==> src/hdl/ovb_pkg.sv <==
// Notes on behaviour
// - load above level for timer period trips stop
// - action 0 off, 1 decel, 2 coast, 3 hold
// - trip latched until run goes off
// - condition 0 const/decel, 1 const, 2 all
// - modes 1,2 act after timer holds fully
// - mode 3 ignores timer, acts at once
// - release after current, frequency above for timer
// - release current 0 to 200 percent rated
// - release frequency 0..25.0 Hz, timer 0..5.0 s
// - engage after run off, frequency low for timer
// - engage frequency 0..25.0 Hz, timer 0..5.0 s
// - motor 2 selected keeps brake engaged
// - alarm or coast stop engages brake at once
package ovb_pkg;
   localparam int CLK_PERIOD_NS = 5;
   // timer setting resolution is 0.1 s
   localparam int TICK_TIME_MS = 100;
   localparam int TICK_CYCLES_DFLT = TICK_TIME_MS * 1000000 / CLK_PERIOD_NS;
   localparam int MEAS_W = 16;
   localparam int SET_W = 8;

   localparam logic [3:0] REG_CTRL = 4'h0;
   localparam logic [3:0] REG_OVL_LEVEL = 4'h1;
   localparam logic [3:0] REG_OVL_TIMER = 4'h2;
   localparam logic [3:0] REG_REL_CUR = 4'h3;
   localparam logic [3:0] REG_REL_FREQ = 4'h4;
   localparam logic [3:0] REG_REL_TIMER = 4'h5;
   localparam logic [3:0] REG_ENG_FREQ = 4'h6;
   localparam logic [3:0] REG_ENG_TIMER = 4'h7;
   localparam logic [3:0] REG_STATUS = 4'h8;

   localparam int CTRL_ACT_LSB = 0;
   localparam int CTRL_COND_LSB = 2;
   localparam int STAT_BRAKE_BIT = 0;
   localparam int STAT_LATCH_BIT = 1;
   localparam int STAT_DECEL_BIT = 2;
   localparam int STAT_COAST_BIT = 3;
   localparam int STAT_HOLD_BIT = 4;
   localparam int STAT_W = 5;

   localparam logic [SET_W-1:0] REL_CUR_MAX = 8'hC8;
   localparam logic [SET_W-1:0] FREQ_MAX = 8'hFA;
   localparam logic [SET_W-1:0] HOLD_MAX = 8'h32;

   localparam logic [1:0] RST_ACT = 2'h0;
   localparam logic [1:0] RST_COND = 2'h0;
   localparam logic [MEAS_W-1:0] RST_OVL_LEVEL = 16'h0064;
   localparam logic [MEAS_W-1:0] RST_OVL_TIMER = 16'h0000;
   localparam logic [SET_W-1:0] RST_SET = 8'h00;

   typedef enum logic [1:0] {OP_ACCEL, OP_CONST, OP_DECEL} ovb_op_e;
   typedef enum logic [1:0] {ACT_OFF, ACT_DECEL, ACT_COAST, ACT_HOLD} ovb_act_e;
   typedef enum logic [1:0] {COND_CONST_DECEL, COND_CONST, COND_ALL} ovb_cond_e;
   typedef enum logic {BRK_ENGAGED, BRK_RELEASED} ovb_brk_e;
endpackage

==> src/hdl/ovb_cfg_if.sv <==
`timescale 1ns/1ps
interface ovb_cfg_if;
   import ovb_pkg::*;
   logic [1:0] act;
   logic [1:0] cond;
   logic [MEAS_W-1:0] ovl_level;
   logic [MEAS_W-1:0] ovl_timer;
   logic [SET_W-1:0] rel_cur;
   logic [SET_W-1:0] rel_freq;
   logic [SET_W-1:0] rel_timer;
   logic [SET_W-1:0] eng_freq;
   logic [SET_W-1:0] eng_timer;
   logic [STAT_W-1:0] status;
   modport regs(output act, cond, ovl_level, ovl_timer, rel_cur, rel_freq,
                rel_timer, eng_freq, eng_timer, input status);
   modport core(input act, cond, ovl_level, ovl_timer, rel_cur, rel_freq,
                rel_timer, eng_freq, eng_timer, output status);
endinterface // ovb_cfg_if

==> src/hdl/ovb_hold_timer.sv <==
`timescale 1ns/1ps
module ovb_hold_timer
   import ovb_pkg::*;
#(
   parameter int W = 16,
   parameter int TICK_CYCLES = TICK_CYCLES_DFLT
) (
   input wire logic clk_in,
   input wire logic rst_in,
   input wire logic cond_in,
   input wire logic [W-1:0] limit_in,
   output logic done_out
);
   localparam int CW = $clog2(TICK_CYCLES + 1);
   logic [CW-1:0] cyc_q;
   logic [W-1:0] cnt_q;
   // own prescaler restarts with the condition, so the hold is exact
   wire tick_w = (cyc_q == CW'(TICK_CYCLES - 1));
   wire run_w = cond_in && (cnt_q < limit_in);

   always_ff @(posedge clk_in) begin
      if (rst_in || !cond_in) begin
         cyc_q <= '0;
         cnt_q <= '0;
      end else if (run_w) begin
         cyc_q <= tick_w ? '0 : cyc_q + 1'b1;
         cnt_q <= tick_w ? cnt_q + 1'b1 : cnt_q;
      end
   end

   assign done_out = cond_in && (cnt_q >= limit_in);
endmodule // ovb_hold_timer

==> src/hdl/ovb_avs_regs.sv <==
`timescale 1ns/1ps
module ovb_avs_regs
   import ovb_pkg::*;
(
   input wire logic clk_in,
   input wire logic rst_in,
   input wire logic [3:0] address_in,
   input wire logic read_in,
   input wire logic write_in,
   input wire logic [31:0] writedata_in,
   output logic [31:0] readdata_out,
   output logic waitrequest_out,
   ovb_cfg_if.regs cfg
);
   // out of range release and engage settings saturate; overload settings keep only the low 16 bits
   function automatic logic [SET_W-1:0] clamp(input logic [31:0] v,
                                              input logic [SET_W-1:0] mx);
      clamp = (v > {24'h000000, mx}) ? mx : v[SET_W-1:0];
   endfunction

   wire req_w = read_in || write_in;
   wire wr_w = write_in && !waitrequest_out;
   wire [31:0] rd_w =
      (address_in == REG_CTRL) ? {28'h0000000, cfg.cond, cfg.act} :
      (address_in == REG_OVL_LEVEL) ? {16'h0000, cfg.ovl_level} :
      (address_in == REG_OVL_TIMER) ? {16'h0000, cfg.ovl_timer} :
      (address_in == REG_REL_CUR) ? {24'h000000, cfg.rel_cur} :
      (address_in == REG_REL_FREQ) ? {24'h000000, cfg.rel_freq} :
      (address_in == REG_REL_TIMER) ? {24'h000000, cfg.rel_timer} :
      (address_in == REG_ENG_FREQ) ? {24'h000000, cfg.eng_freq} :
      (address_in == REG_ENG_TIMER) ? {24'h000000, cfg.eng_timer} :
      (address_in == REG_STATUS) ? {27'h0000000, cfg.status} : 32'h00000000;

   // one wait cycle per access, read data sampled on its first cycle
   always_ff @(posedge clk_in) begin
      if (rst_in) begin
         waitrequest_out <= 1'b1;
         readdata_out <= 32'h00000000;
      end else begin
         waitrequest_out <= !(req_w && waitrequest_out);
         if (read_in && waitrequest_out) readdata_out <= rd_w;
      end
   end

   always_ff @(posedge clk_in) begin
      if (rst_in) begin
         cfg.act <= RST_ACT;
         cfg.cond <= RST_COND;
         cfg.ovl_level <= RST_OVL_LEVEL;
         cfg.ovl_timer <= RST_OVL_TIMER;
         cfg.rel_cur <= RST_SET;
         cfg.rel_freq <= RST_SET;
         cfg.rel_timer <= RST_SET;
         cfg.eng_freq <= RST_SET;
         cfg.eng_timer <= RST_SET;
      end else if (wr_w) begin
         if (address_in == REG_CTRL) begin
            cfg.act <= writedata_in[CTRL_ACT_LSB +: 2];
            cfg.cond <= writedata_in[CTRL_COND_LSB +: 2];
         end else if (address_in == REG_OVL_LEVEL) begin
            cfg.ovl_level <= writedata_in[MEAS_W-1:0];
         end else if (address_in == REG_OVL_TIMER) begin
            cfg.ovl_timer <= writedata_in[MEAS_W-1:0];
         end else if (address_in == REG_REL_CUR) begin
            cfg.rel_cur <= clamp(writedata_in, REL_CUR_MAX);
         end else if (address_in == REG_REL_FREQ) begin
            cfg.rel_freq <= clamp(writedata_in, FREQ_MAX);
         end else if (address_in == REG_REL_TIMER) begin
            cfg.rel_timer <= clamp(writedata_in, HOLD_MAX);
         end else if (address_in == REG_ENG_FREQ) begin
            cfg.eng_freq <= clamp(writedata_in, FREQ_MAX);
         end else if (address_in == REG_ENG_TIMER) begin
            cfg.eng_timer <= clamp(writedata_in, HOLD_MAX);
         end
      end
   end

   property p_clamp;
      @(posedge clk_in) disable iff (rst_in)
      cfg.rel_cur <= REL_CUR_MAX && cfg.rel_freq <= FREQ_MAX &&
      cfg.eng_freq <= FREQ_MAX && cfg.rel_timer <= HOLD_MAX &&
      cfg.eng_timer <= HOLD_MAX;
   endproperty
   a_clamp: assert property (p_clamp)
      else $error("setting above its range");
endmodule // ovb_avs_regs

==> src/hdl/ovb_top.sv <==
// The Avalon-MM slave port and the placing of the registers were left to the implementer.
`timescale 1ns/1ps
module ovb_top
   import ovb_pkg::*;
#(
   parameter int TICK_CYCLES = TICK_CYCLES_DFLT,
   parameter int MW = MEAS_W
) (
   input wire logic CLK_IN,
   input wire logic RST_IN,
   input wire logic [3:0] AVS_ADDRESS_IN,
   input wire logic AVS_READ_IN,
   input wire logic AVS_WRITE_IN,
   input wire logic [31:0] AVS_WRITEDATA_IN,
   output logic [31:0] AVS_READDATA_OUT,
   output logic AVS_WAITREQUEST_OUT,
   input wire logic RUN_IN,
   input wire logic ALARM_IN,
   input wire logic COAST_STOP_CMD_IN,
   input wire logic MOTOR2_SEL_IN,
   input wire logic [1:0] OP_STATE_IN,
   input wire logic [MW-1:0] LOAD_INDEX_IN,
   input wire logic [MW-1:0] OUT_CURRENT_IN,
   input wire logic [MW-1:0] OUT_FREQ_IN,
   output logic STOP_DECEL_OUT,
   output logic STOP_COAST_OUT,
   output logic TORQUE_HOLD_OUT,
   output logic OVL_TRIPPED_OUT,
   output logic BRAKE_RELEASE_OUT
);
   ovb_cfg_if cfg();

   ovb_avs_regs u_regs (
      .clk_in(CLK_IN),
      .rst_in(RST_IN),
      .address_in(AVS_ADDRESS_IN),
      .read_in(AVS_READ_IN),
      .write_in(AVS_WRITE_IN),
      .writedata_in(AVS_WRITEDATA_IN),
      .readdata_out(AVS_READDATA_OUT),
      .waitrequest_out(AVS_WAITREQUEST_OUT),
      .cfg(cfg.regs)
   );

   // terminal inputs come from pins: two stages before any use
   localparam int NPIN = 4;
   logic [NPIN-1:0] pin_w;
   logic [NPIN-1:0] meta_q;
   logic [NPIN-1:0] sync_q;
   assign pin_w = {MOTOR2_SEL_IN, COAST_STOP_CMD_IN, ALARM_IN, RUN_IN};

   genvar gi;
   generate
      for (gi = 0; gi < NPIN; gi++) begin : g_sync
         always_ff @(posedge CLK_IN) begin
            if (RST_IN) begin
               meta_q[gi] <= 1'b0;
               sync_q[gi] <= 1'b0;
            end else begin
               meta_q[gi] <= pin_w[gi];
               sync_q[gi] <= meta_q[gi];
            end
         end
      end
   endgenerate

   wire run_s = sync_q[0];
   wire alarm_s = sync_q[1];
   wire coast_s = sync_q[2];
   wire motor2_s = sync_q[3];

   // ---- overload stop ----
   // measured values come from drive logic on this clock, used directly
   ovb_act_e act_w;
   ovb_cond_e cond_w;
   ovb_op_e op_w;
   ovb_act_e latched_act_q;
   ovb_act_e latched_act_d;
   logic latched_q;
   logic latched_d;
   logic ovl_done_w;

   assign act_w = ovb_act_e'(cfg.act);
   assign cond_w = ovb_cond_e'(cfg.cond);
   assign op_w = ovb_op_e'(OP_STATE_IN);

   wire state_ok_w =
      (cond_w == COND_ALL) ||
      (cond_w == COND_CONST && op_w == OP_CONST) ||
      (cond_w == COND_CONST_DECEL &&
       (op_w == OP_CONST || op_w == OP_DECEL));
   wire over_w = LOAD_INDEX_IN > cfg.ovl_level;
   wire armed_w = (act_w != ACT_OFF) && run_s && state_ok_w &&
                  over_w && !latched_q;
   wire timed_act_w = (act_w == ACT_DECEL) || (act_w == ACT_COAST);

   ovb_hold_timer #(
      .W(MEAS_W),
      .TICK_CYCLES(TICK_CYCLES)
   ) u_ovl_tmr (
      .clk_in(CLK_IN),
      .rst_in(RST_IN),
      .cond_in(armed_w),
      .limit_in(cfg.ovl_timer),
      .done_out(ovl_done_w)
   );

   // mode 3 must brake on the torque limit at once, a delay defeats it
   wire trig_w = armed_w &&
      ((act_w == ACT_HOLD) ||
       (timed_act_w && ovl_done_w));

   // trip needs run, clear needs run off: the two never meet
   assign latched_d = !run_s ? 1'b0 :
                      trig_w ? 1'b1 : latched_q;
   assign latched_act_d = trig_w ? act_w : latched_act_q;

   always_ff @(posedge CLK_IN) begin
      if (RST_IN) begin
         latched_q <= 1'b0;
         latched_act_q <= ACT_OFF;
      end else begin
         latched_q <= latched_d;
         latched_act_q <= latched_act_d;
      end
   end

   always_ff @(posedge CLK_IN) begin
      if (RST_IN) begin
         STOP_DECEL_OUT <= 1'b0;
         STOP_COAST_OUT <= 1'b0;
         TORQUE_HOLD_OUT <= 1'b0;
         OVL_TRIPPED_OUT <= 1'b0;
      end else begin
         STOP_DECEL_OUT <= latched_d && latched_act_d == ACT_DECEL;
         STOP_COAST_OUT <= latched_d && latched_act_d == ACT_COAST;
         TORQUE_HOLD_OUT <= latched_d && latched_act_d == ACT_HOLD;
         OVL_TRIPPED_OUT <= latched_d;
      end
   end

   // ---- brake sequencing ----
   ovb_brk_e brk_q;
   ovb_brk_e brk_d;
   logic rel_done_w;
   logic eng_done_w;

   wire rel_cond_w = (OUT_CURRENT_IN > {8'h00, cfg.rel_cur}) &&
                     (OUT_FREQ_IN > {8'h00, cfg.rel_freq});
   wire eng_cond_w = !run_s &&
                     (OUT_FREQ_IN < {8'h00, cfg.eng_freq});
   // output cut by alarm, coast command or a coasting overload trip
   wire shutdown_w = alarm_s || coast_s || STOP_COAST_OUT;

   ovb_hold_timer #(
      .W(SET_W),
      .TICK_CYCLES(TICK_CYCLES)
   ) u_rel_tmr (
      .clk_in(CLK_IN),
      .rst_in(RST_IN),
      .cond_in(rel_cond_w),
      .limit_in(cfg.rel_timer),
      .done_out(rel_done_w)
   );

   ovb_hold_timer #(
      .W(SET_W),
      .TICK_CYCLES(TICK_CYCLES)
   ) u_eng_tmr (
      .clk_in(CLK_IN),
      .rst_in(RST_IN),
      .cond_in(eng_cond_w),
      .limit_in(cfg.eng_timer),
      .done_out(eng_done_w)
   );

   always_comb begin
      brk_d = brk_q;
      if (shutdown_w || motor2_s) begin
         brk_d = BRK_ENGAGED;
      end else begin
         case (brk_q)
            BRK_ENGAGED: begin
               if (rel_done_w) brk_d = BRK_RELEASED;
            end
            BRK_RELEASED: begin
               if (eng_done_w) brk_d = BRK_ENGAGED;
            end
            default: brk_d = BRK_ENGAGED;
         endcase
      end
   end

   always_ff @(posedge CLK_IN) begin
      if (RST_IN) begin
         brk_q <= BRK_ENGAGED;
         BRAKE_RELEASE_OUT <= 1'b0;
      end else begin
         brk_q <= brk_d;
         BRAKE_RELEASE_OUT <= (brk_d == BRK_RELEASED);
      end
   end

   assign cfg.status = {TORQUE_HOLD_OUT, STOP_COAST_OUT, STOP_DECEL_OUT,
                        OVL_TRIPPED_OUT, BRAKE_RELEASE_OUT};

   // ---- checks ----
   property p_ovl_gate;
      @(posedge CLK_IN) disable iff (RST_IN)
      (cond_w == COND_CONST && op_w != OP_CONST) ||
      (cond_w == COND_CONST_DECEL && op_w == OP_ACCEL)
      |=> !$rose(OVL_TRIPPED_OUT);
   endproperty
   a_ovl_gate: assert property (p_ovl_gate)
      else $error("overload tripped outside its operating state");

   property p_ovl_off;
      @(posedge CLK_IN) disable iff (RST_IN)
      act_w == ACT_OFF && !latched_q |=> !OVL_TRIPPED_OUT;
   endproperty
   a_ovl_off: assert property (p_ovl_off)
      else $error("overload tripped while disabled");

   property p_ovl_timed;
      @(posedge CLK_IN) disable iff (RST_IN)
      $rose(latched_q) && latched_act_q != ACT_HOLD |-> $past(ovl_done_w);
   endproperty
   a_ovl_timed: assert property (p_ovl_timed)
      else $error("timed overload trip before timer expiry");

   property p_ovl_hold;
      @(posedge CLK_IN) disable iff (RST_IN)
      armed_w && act_w == ACT_HOLD |=> TORQUE_HOLD_OUT && OVL_TRIPPED_OUT;
   endproperty
   a_ovl_hold: assert property (p_ovl_hold)
      else $error("hold mode did not act at once");

   property p_ovl_latch;
      @(posedge CLK_IN) disable iff (RST_IN)
      OVL_TRIPPED_OUT && run_s |=> OVL_TRIPPED_OUT;
   endproperty
   a_ovl_latch: assert property (p_ovl_latch)
      else $error("overload trip released while running");

   property p_brk_rise;
      @(posedge CLK_IN) disable iff (RST_IN)
      $rose(BRAKE_RELEASE_OUT) |-> $past(rel_done_w) && $past(rel_cond_w);
   endproperty
   a_brk_rise: assert property (p_brk_rise)
      else $error("brake released without qualified current and freq");

   property p_brk_fall;
      @(posedge CLK_IN) disable iff (RST_IN)
      $fell(BRAKE_RELEASE_OUT) |->
         $past(eng_done_w) || $past(shutdown_w) || $past(motor2_s);
   endproperty
   a_brk_fall: assert property (p_brk_fall)
      else $error("brake engaged without a cause");

   property p_brk_m2;
      @(posedge CLK_IN) disable iff (RST_IN)
      motor2_s |=> !BRAKE_RELEASE_OUT;
   endproperty
   a_brk_m2: assert property (p_brk_m2)
      else $error("brake released with motor 2 selected");

   property p_brk_shut;
      @(posedge CLK_IN) disable iff (RST_IN)
      alarm_s || coast_s |=> !BRAKE_RELEASE_OUT;
   endproperty
   a_brk_shut: assert property (p_brk_shut)
      else $error("brake not engaged at once on shutdown");

   property p_rst;
      @(posedge CLK_IN)
      RST_IN |=> !BRAKE_RELEASE_OUT && !OVL_TRIPPED_OUT && !STOP_DECEL_OUT;
   endproperty
   a_rst: assert property (p_rst)
      else $error("outputs not cleared by reset");
endmodule // ovb_top

==> config.mk <==
export PLATFORM = sky130hd
export DESIGN_NAME = ovb_top
export DESIGN_NICKNAME = d
export VERILOG_FILES = /design/src/hdl/ovb_pkg.sv /design/src/hdl/ovb_cfg_if.sv /design/src/hdl/ovb_hold_timer.sv /design/src/hdl/ovb_avs_regs.sv /design/src/hdl/ovb_top.sv
export SDC_FILE = /design/constraint.sdc
export NUM_CORES = 1
export LEC_CHECK = 0
export BUFFER_PORTS_ARGS = -buffer_cell sky130_fd_sc_hd__buf_4
export CAP_MARGIN = 20
export CORE_MARGIN = 4
export CORE_UTILIZATION = 45
export CTS_BUF_LIST = sky130_fd_sc_hd__clkbuf_4 sky130_fd_sc_hd__clkbuf_8
export DETAILED_ROUTE_END_ITERATION = 8
export GPL_TIMING_DRIVEN = 0
export PLACE_DENSITY = 0.74
export SETUP_SLACK_MARGIN = 0.05
export SLEW_MARGIN = 25
export SYNTH_ARGS = -nofsm -noshare
export SYNTH_HDL_FRONTEND = slang
export SYNTH_HIERARCHICAL = 1
export SYNTH_SLANG_ARGS = --single-unit
export TNS_END_PERCENT = 5
==> constraint.sdc <==
create_clock -name CLK_IN -period 5 [get_ports CLK_IN]
set_input_delay 0.25 -clock CLK_IN [delete_from_list [all_inputs] [get_ports CLK_IN]]
set_output_delay 0.25 -clock CLK_IN [all_outputs]
set_load 0.005 [all_outputs]
Word level (Yosys, flattened, before mapping)
Index checks and enable logic that the tools add are counted.

Add/subtract/negate cells: 6. $lt $le $gt $ge: 13. Eq/ne operators: 21. Multiplexer cells: 21. Bitwise gates (word level): 8. Reductions and logical operators: 56.

Operators with widths (count): $mux W32 (8); $add A25 B1 Y25 const B (3); $eq A25 B25 Y1 const B (3); $mux W25 (3); $gt A32 B8 Y1 const B (2); $gt A16 B8 Y1 (2); $gt A32 B6 Y1 const B (1); $mux W8 (3); $logic_and A1 B1 Y1 (22); $add A16 B1 Y16 const B (1); $add A8 B1 Y8 const B (2); $eq A4 B3 Y1 const B (4); $ge A16 B16 Y1 (1); $ge A8 B8 Y1 (2); $gt A16 B16 Y1 (1); $lt A16 B16 Y1 (1); $lt A16 B8 Y1 (1); $lt A8 B8 Y1 (2); $eq A2 B2 Y1 const B (6); $logic_or A1 B1 Y1 (12); $reduce_and A9 Y1 (1); $eq A2 B1 Y1 const B (4); $eq A4 B2 Y1 const B (2); $not A1 Y1 (8); other kinds (18) (30).

Flip-flop bits (word level): 231. Input bits: 94. Output and inout port bits: 38.

Longest topological paths before layout
Word-level depth: 14. Gate-level depth with buffers: 14. Gate-level depth less buffers: 13.

Modules after synthesis
Netlist, hierarchy kept.

Modules (own cells, without submodules): ovb_avs_regs (instances 1, cells an instance 537, area each 4365.4 um^2); ovb_hold_timer at u_eng_tmr ... (instances 2, cells an instance 238, area each 1919.3 um^2); ovb_hold_timer at u_ovl_tmr (instances 1, cells an instance 323, area each 2529.9 um^2); ovb_top (instances 1, cells an instance 200, area each 1636.6 um^2).

Worst setup path before layout
Ideal clock, no wire load.

Kind: register to register. Start: reg u_regs.cfg.rel_freq[1]. End: reg u_rel_tmr.cyc_q[18]. Library setup time: 70 ps. Arrival: 2667 ps. Required time: 4930 ps. Setup slack: 2263 ps. Stages on the path, launching flop included: 14. Buffers on the path: 1. Period minus slack after synthesis: 2737 ps. Cell sequence: dfxtp_1 inv_1 ha_1 nor2b_1 o21a_1 o211ai_1 a21oi_1 o22ai_1 a211oi_1 and2_1 nand2_1 buf_2 or3_2 a21oi_1.

Word-level cells in the longest chain between the ends: 4. Elaborated cells between the ends (all ways): 5. Those cells by class: order compare: 1; reduce/logical: 4.

Ends and longest elaborated chain: start, declared (RTL line ovb_cfg_if.sv:14) `modport regs(output act, cond, ovl_level, ovl_timer, rel_cur, rel_freq,`; start signal, assigned (RTL line ovb_avs_regs.sv:67) `cfg.rel_freq <= clamp(writedata_in, FREQ_MAX);`; $gt A16 B8 Y1 (*) (RTL line ovb_top.sv:149) `(OUT_FREQ_IN > {8'h00, cfg.rel_freq});`; $logic_and A1 B1 Y1 (*) (RTL line ovb_top.sv:148) `wire rel_cond_w = (OUT_CURRENT_IN > {8'h00, cfg.rel_cur}) &&`; net rel_cond_w (RTL line ovb_top.sv:148); $logic_not A1 Y1 (RTL line ovb_hold_timer.sv:22) `if (rst_in || !cond_in) begin`; $logic_or A1 B1 Y1 (RTL line ovb_hold_timer.sv:22); end signal, assigned (RTL line ovb_hold_timer.sv:26) `cyc_q <= tick_w ? '0 : cyc_q + 1'b1;`; end, declared (RTL line ovb_hold_timer.sv:15) `logic [CW-1:0] cyc_q;`.

Mark *: on every way through the listed nets, which the timed path passes. The rest lies on a longest branch. A chain may end at the register's enable or synchronous reset.

Worst setup path after layout
Start: reg u_regs.cfg.rel_cur[1]. End: reg u_rel_tmr.cyc_q[21].

Word-level cells in the longest chain between the ends: 4. Elaborated cells between the ends (all ways): 5. Those cells by class: order compare: 1; reduce/logical: 4.

Ends and longest elaborated chain: start, declared (RTL line ovb_cfg_if.sv:14); start signal, assigned (RTL line ovb_avs_regs.sv:65) `cfg.rel_cur <= clamp(writedata_in, REL_CUR_MAX);`; start signal, assigned (RTL line ovb_avs_regs.sv:80) `cfg.rel_cur <= REL_CUR_MAX && cfg.rel_freq <= FREQ_MAX &&`; $gt A16 B8 Y1 (*) (RTL line ovb_top.sv:148); $logic_and A1 B1 Y1 (*) (RTL line ovb_top.sv:148); net rel_cond_w (RTL line ovb_top.sv:148); $logic_not A1 Y1 (RTL line ovb_hold_timer.sv:22); $logic_or A1 B1 Y1 (RTL line ovb_hold_timer.sv:22).

Marks and branches as above.

==> results.json <==
{
  "yosys_warnings": 6,
  "finalCriticalPeriod_ns": 3.41,
  "syn_inst": 1536,
  "cts_tree": "yes",
  "yosysSeqAreaShare_pct": 34.8,
  "yosysTopAreaCell": "dfxtp_1",
  "firstDrtPassIters": 5,
  "gr-usage-all-layers_pct": 23.0,
  "synthArstFlopShare_pct": 0,
  "die_h_um": 174,
  "synth_area_per_cell_sq_um": 8.05,
  "outcome": "finished, final reports clean",
  "io_buffers": 107,
  "drt_iter0_markers": 1127,
  "vias": 12200,
  "regToRegStartpoint": "u_regs/cfg.rel_cur[1]$_SDFFE_PP0P_",
  "ys_types": 88,
  "top_layer": "met5",
  "hold_depth": 3,
  "rsz0062_at_grt": "no",
  "fmax_mhz": 293,
  "setup_viol": 0,
  "ant_nets": 0,
  "ys_ff_latch": 215,
  "path_clk_slew_ns": 0.06,
  "stdcell_area_sq_um": 14700,
  "min_from": "AVS_WRITEDATA_IN[7]",
  "hold_viol_final": 0,
  "cts_sinks": 215,
  "drc": 0,
  "tightest_slew_ns": 0.945,
  "setup.worst_path.start_class": "flop",
  "clockBufferDepth": 3,
  "numCtsBuffers": 39,
  "total_leakage_power_nw": 5.34,
  "synth_edf_count": 0,
  "place_congestion": 0.975,
  "max-slew-margin-rel_pct": 36.5,
  "synth_top_area_share_pct": 34.8,
  "io_pins": 132,
  "slew_violations": 0,
  "placed_area_sq_um": 13700,
  "grt_max_degree": 16,
  "wl_met3_um": 3180,
  "cp_data_arrival_time_ns": 3.84,
  "grt_pass1_wl_um": 58500,
  "root_buffer": "clkbuf_8",
  "grt_antenna_before_repair": 3,
  "tns_ns": 0,
  "path_max_fanout": 7,
  "overflow": 0,
  "dieArea_sq_um": 30200,
  "synthFlopType": "dfxtp_1",
  "drive_gt1_share_pct": 16.3,
  "ff2ff_path_depth": 12,
  "p_per_area_nw_per_um2": 266,
  "dp_hpwl_um": 27200,
  "synth.area.top_cells": "dfxtp_1 (35%), ha_1 (8.1%), a21oi_1 (5.7%)",
  "areaGrowthSynthToFinish_pct": 18.9,
  "maxCapViolCount": 0,
  "cts_setup_buffers": 0,
  "synthesis.area_sq_um": 12400,
  "fin_nets": 1887,
  "wl_per_cell_um": 17.6,
  "fillCellCount": 2517,
  "drt-met1-wl_um": 16400,
  "die_w_um": 174,
  "cp-startpoint": "u_regs/cfg.rel_cur[1]$_SDFFE_PP0P_",
  "rows": 60,
  "hold_ws_ns": 0.0501,
  "fin_skew_ns": 0.0385,
  "cts_resized": 0,
  "criticalPathCategory": "flop to flop",
  "wl_met2_um": 16300,
  "core_sq_um": 27000,
  "irDropWorstVdd_uv": 131,
  "ctsHtreeMaxLevel": 2,
  "worstHoldPathType": "input port to flop",
  "cp-end-kind": "flop",
  "vias_per_cell": 5.86,
  "crit_required_ns": 5.43,
  "initial_utilization_pct": 45.8,
  "power_mw": 3.91,
  "drt-total-wl_um": 36600,
  "final.period_utilization_pct": 68.1,
  "grt_pass1_vias": 11400,
  "clock_latency_ns": 0.55
}
worst max-delay path, stage by stage, from the launching register on:
cell       delay (ns)
dfxtp_1          0.40
inv_1            0.07
ha_1             0.28
nor2b_1          0.13
o21a_1           0.11
o21ai_0          0.08
a211oi_1         0.22
a2111oi_0        0.14
a211oi_2         0.49
nand2b_1         0.30
nor2_1           0.46
nand2_1          0.23
o31ai_1          0.37
per-stage QoR:
step | utilization, % | setup slack (ns) | instances
3_5_place_dp | 50.5 | 1.20 | 1999
5_1_grt | 54.4 | 1.29 | 2082
4_1_cts | 54.4 | 1.17 | 2081
3_3_place_gp | 50.5 | 1.28 | 1999
6_report | 54.4 | 1.59 | 2082
2_1_floorplan | - | 2.26 | 1551
kinds of logic after synthesis:
logic type	synth area share (%)
adder cells (fa/ha/maj)	8.09
multiplexers	1.71
flip-flops	34.8
AO/OA/AOI/OAI	18.3
AND/OR/NAND/NOR	28.5
other	0.0303
XOR/XNOR	2.05
buffers and inverters	6.54
Yosys cell counts, drive strengths merged (4+ instances only):
cell and count:
dfxtp 215, nand2 173, a21oi 141, nor2 131
inv 87, ha 80, o21ai 80, nand3 66
nor3 54, nand4 49, buf 47, nor4 41
clkbuf 32, nor2b 27, or3 26, xnor2 25
o31ai 22, and2 18, and3 18, nand2b 17
a31oi 16, and4 14, o21a 12, a211oi 11
a221oi 11, mux2i 11, a21o 10, o211ai 10
or4 9, o22ai 8, a41oi 5, nor4b 4
o22a 4, xor2 4
cells in the final DEF, fill, tap and decap left out, types with 27 or more instances in the layout:
cell type and count:
nand2_1 170, nor4_1 34, a21oi_1 141, nor3_1 50
clkbuf_8 55, nand4_1 49, dfxtp_1 215, clkbuf_1 32
nor2b_1 27, nand3_1 66, ha_1 80, o21ai_0 72
inv_1 87, buf_4 127, nor2_1 125
flip-flops by register name, summed over array words and instances, names as in the netlist, 16 cells and up:
register	count
u_rel_tmr/cyc_q	25
u_regs/readdata_out	16
u_eng_tmr/cyc_q	25
u_regs/cfg.ovl_level	16
u_regs/cfg.ovl_timer	16
u_ovl_tmr/cyc_q	25
u_ovl_tmr/cnt_q	16
timing repair:
item | CTS | global route
hold buffers | 14 | 0
setup endpoints to repair | 0 | 0
endpoints found under the hold margin | 21 | 0
power breakdown:
part	total, mW	internal (mW)	switching [mW]	leakage [nW]
registers	1.74	1.73	0.0120	1.74
logic	0.301	0.133	0.168	3.14
clock network	1.87	1.12	0.746	0.468
path summary, 6_finish.rpt:
path / end / slack [ns]
worst min-delay path: u_regs/cfg.ovl_level[7]$_SDFFE_PP0P_ / 0.05
worst max-delay path: u_rel_tmr/cyc_q[21]$_SDFFE_PP0P_ / 1.59
worst max register to register: u_rel_tmr/cyc_q[21]$_SDFFE_PP0P_ / 1.59
worst min register to register: coast_s$_SDFF_PP0_ / 0.43
layout make-up:
class / instances / area, sq um / area share (%)
multi-input combinational: 1167 / 7320 / 49.8
sequential: 215 / 4300 / 29.3
timing repair buffer: 121 / 943 / 6.42
clock buffer: 61 / 802 / 5.45
buffer: 82 / 483 / 3.28
tap: 341 / 427 / 2.90
inverter: 87 / 327 / 2.22
clock inverter: 7 / 91.3 / 0.621
antenna: 1 / 2.50 / 0.0170
routing by layer:
layer | vias to the layer above | GRT usage, %
li1 | 5910 | -
met1 | 5689 | 32.5
met2 | 544 | 36.6
met3 | 61 | 4.36
met4 | 4 | 5.48
met5 | - | 0
Note: power is estimated with default switching activity, not from simulation.
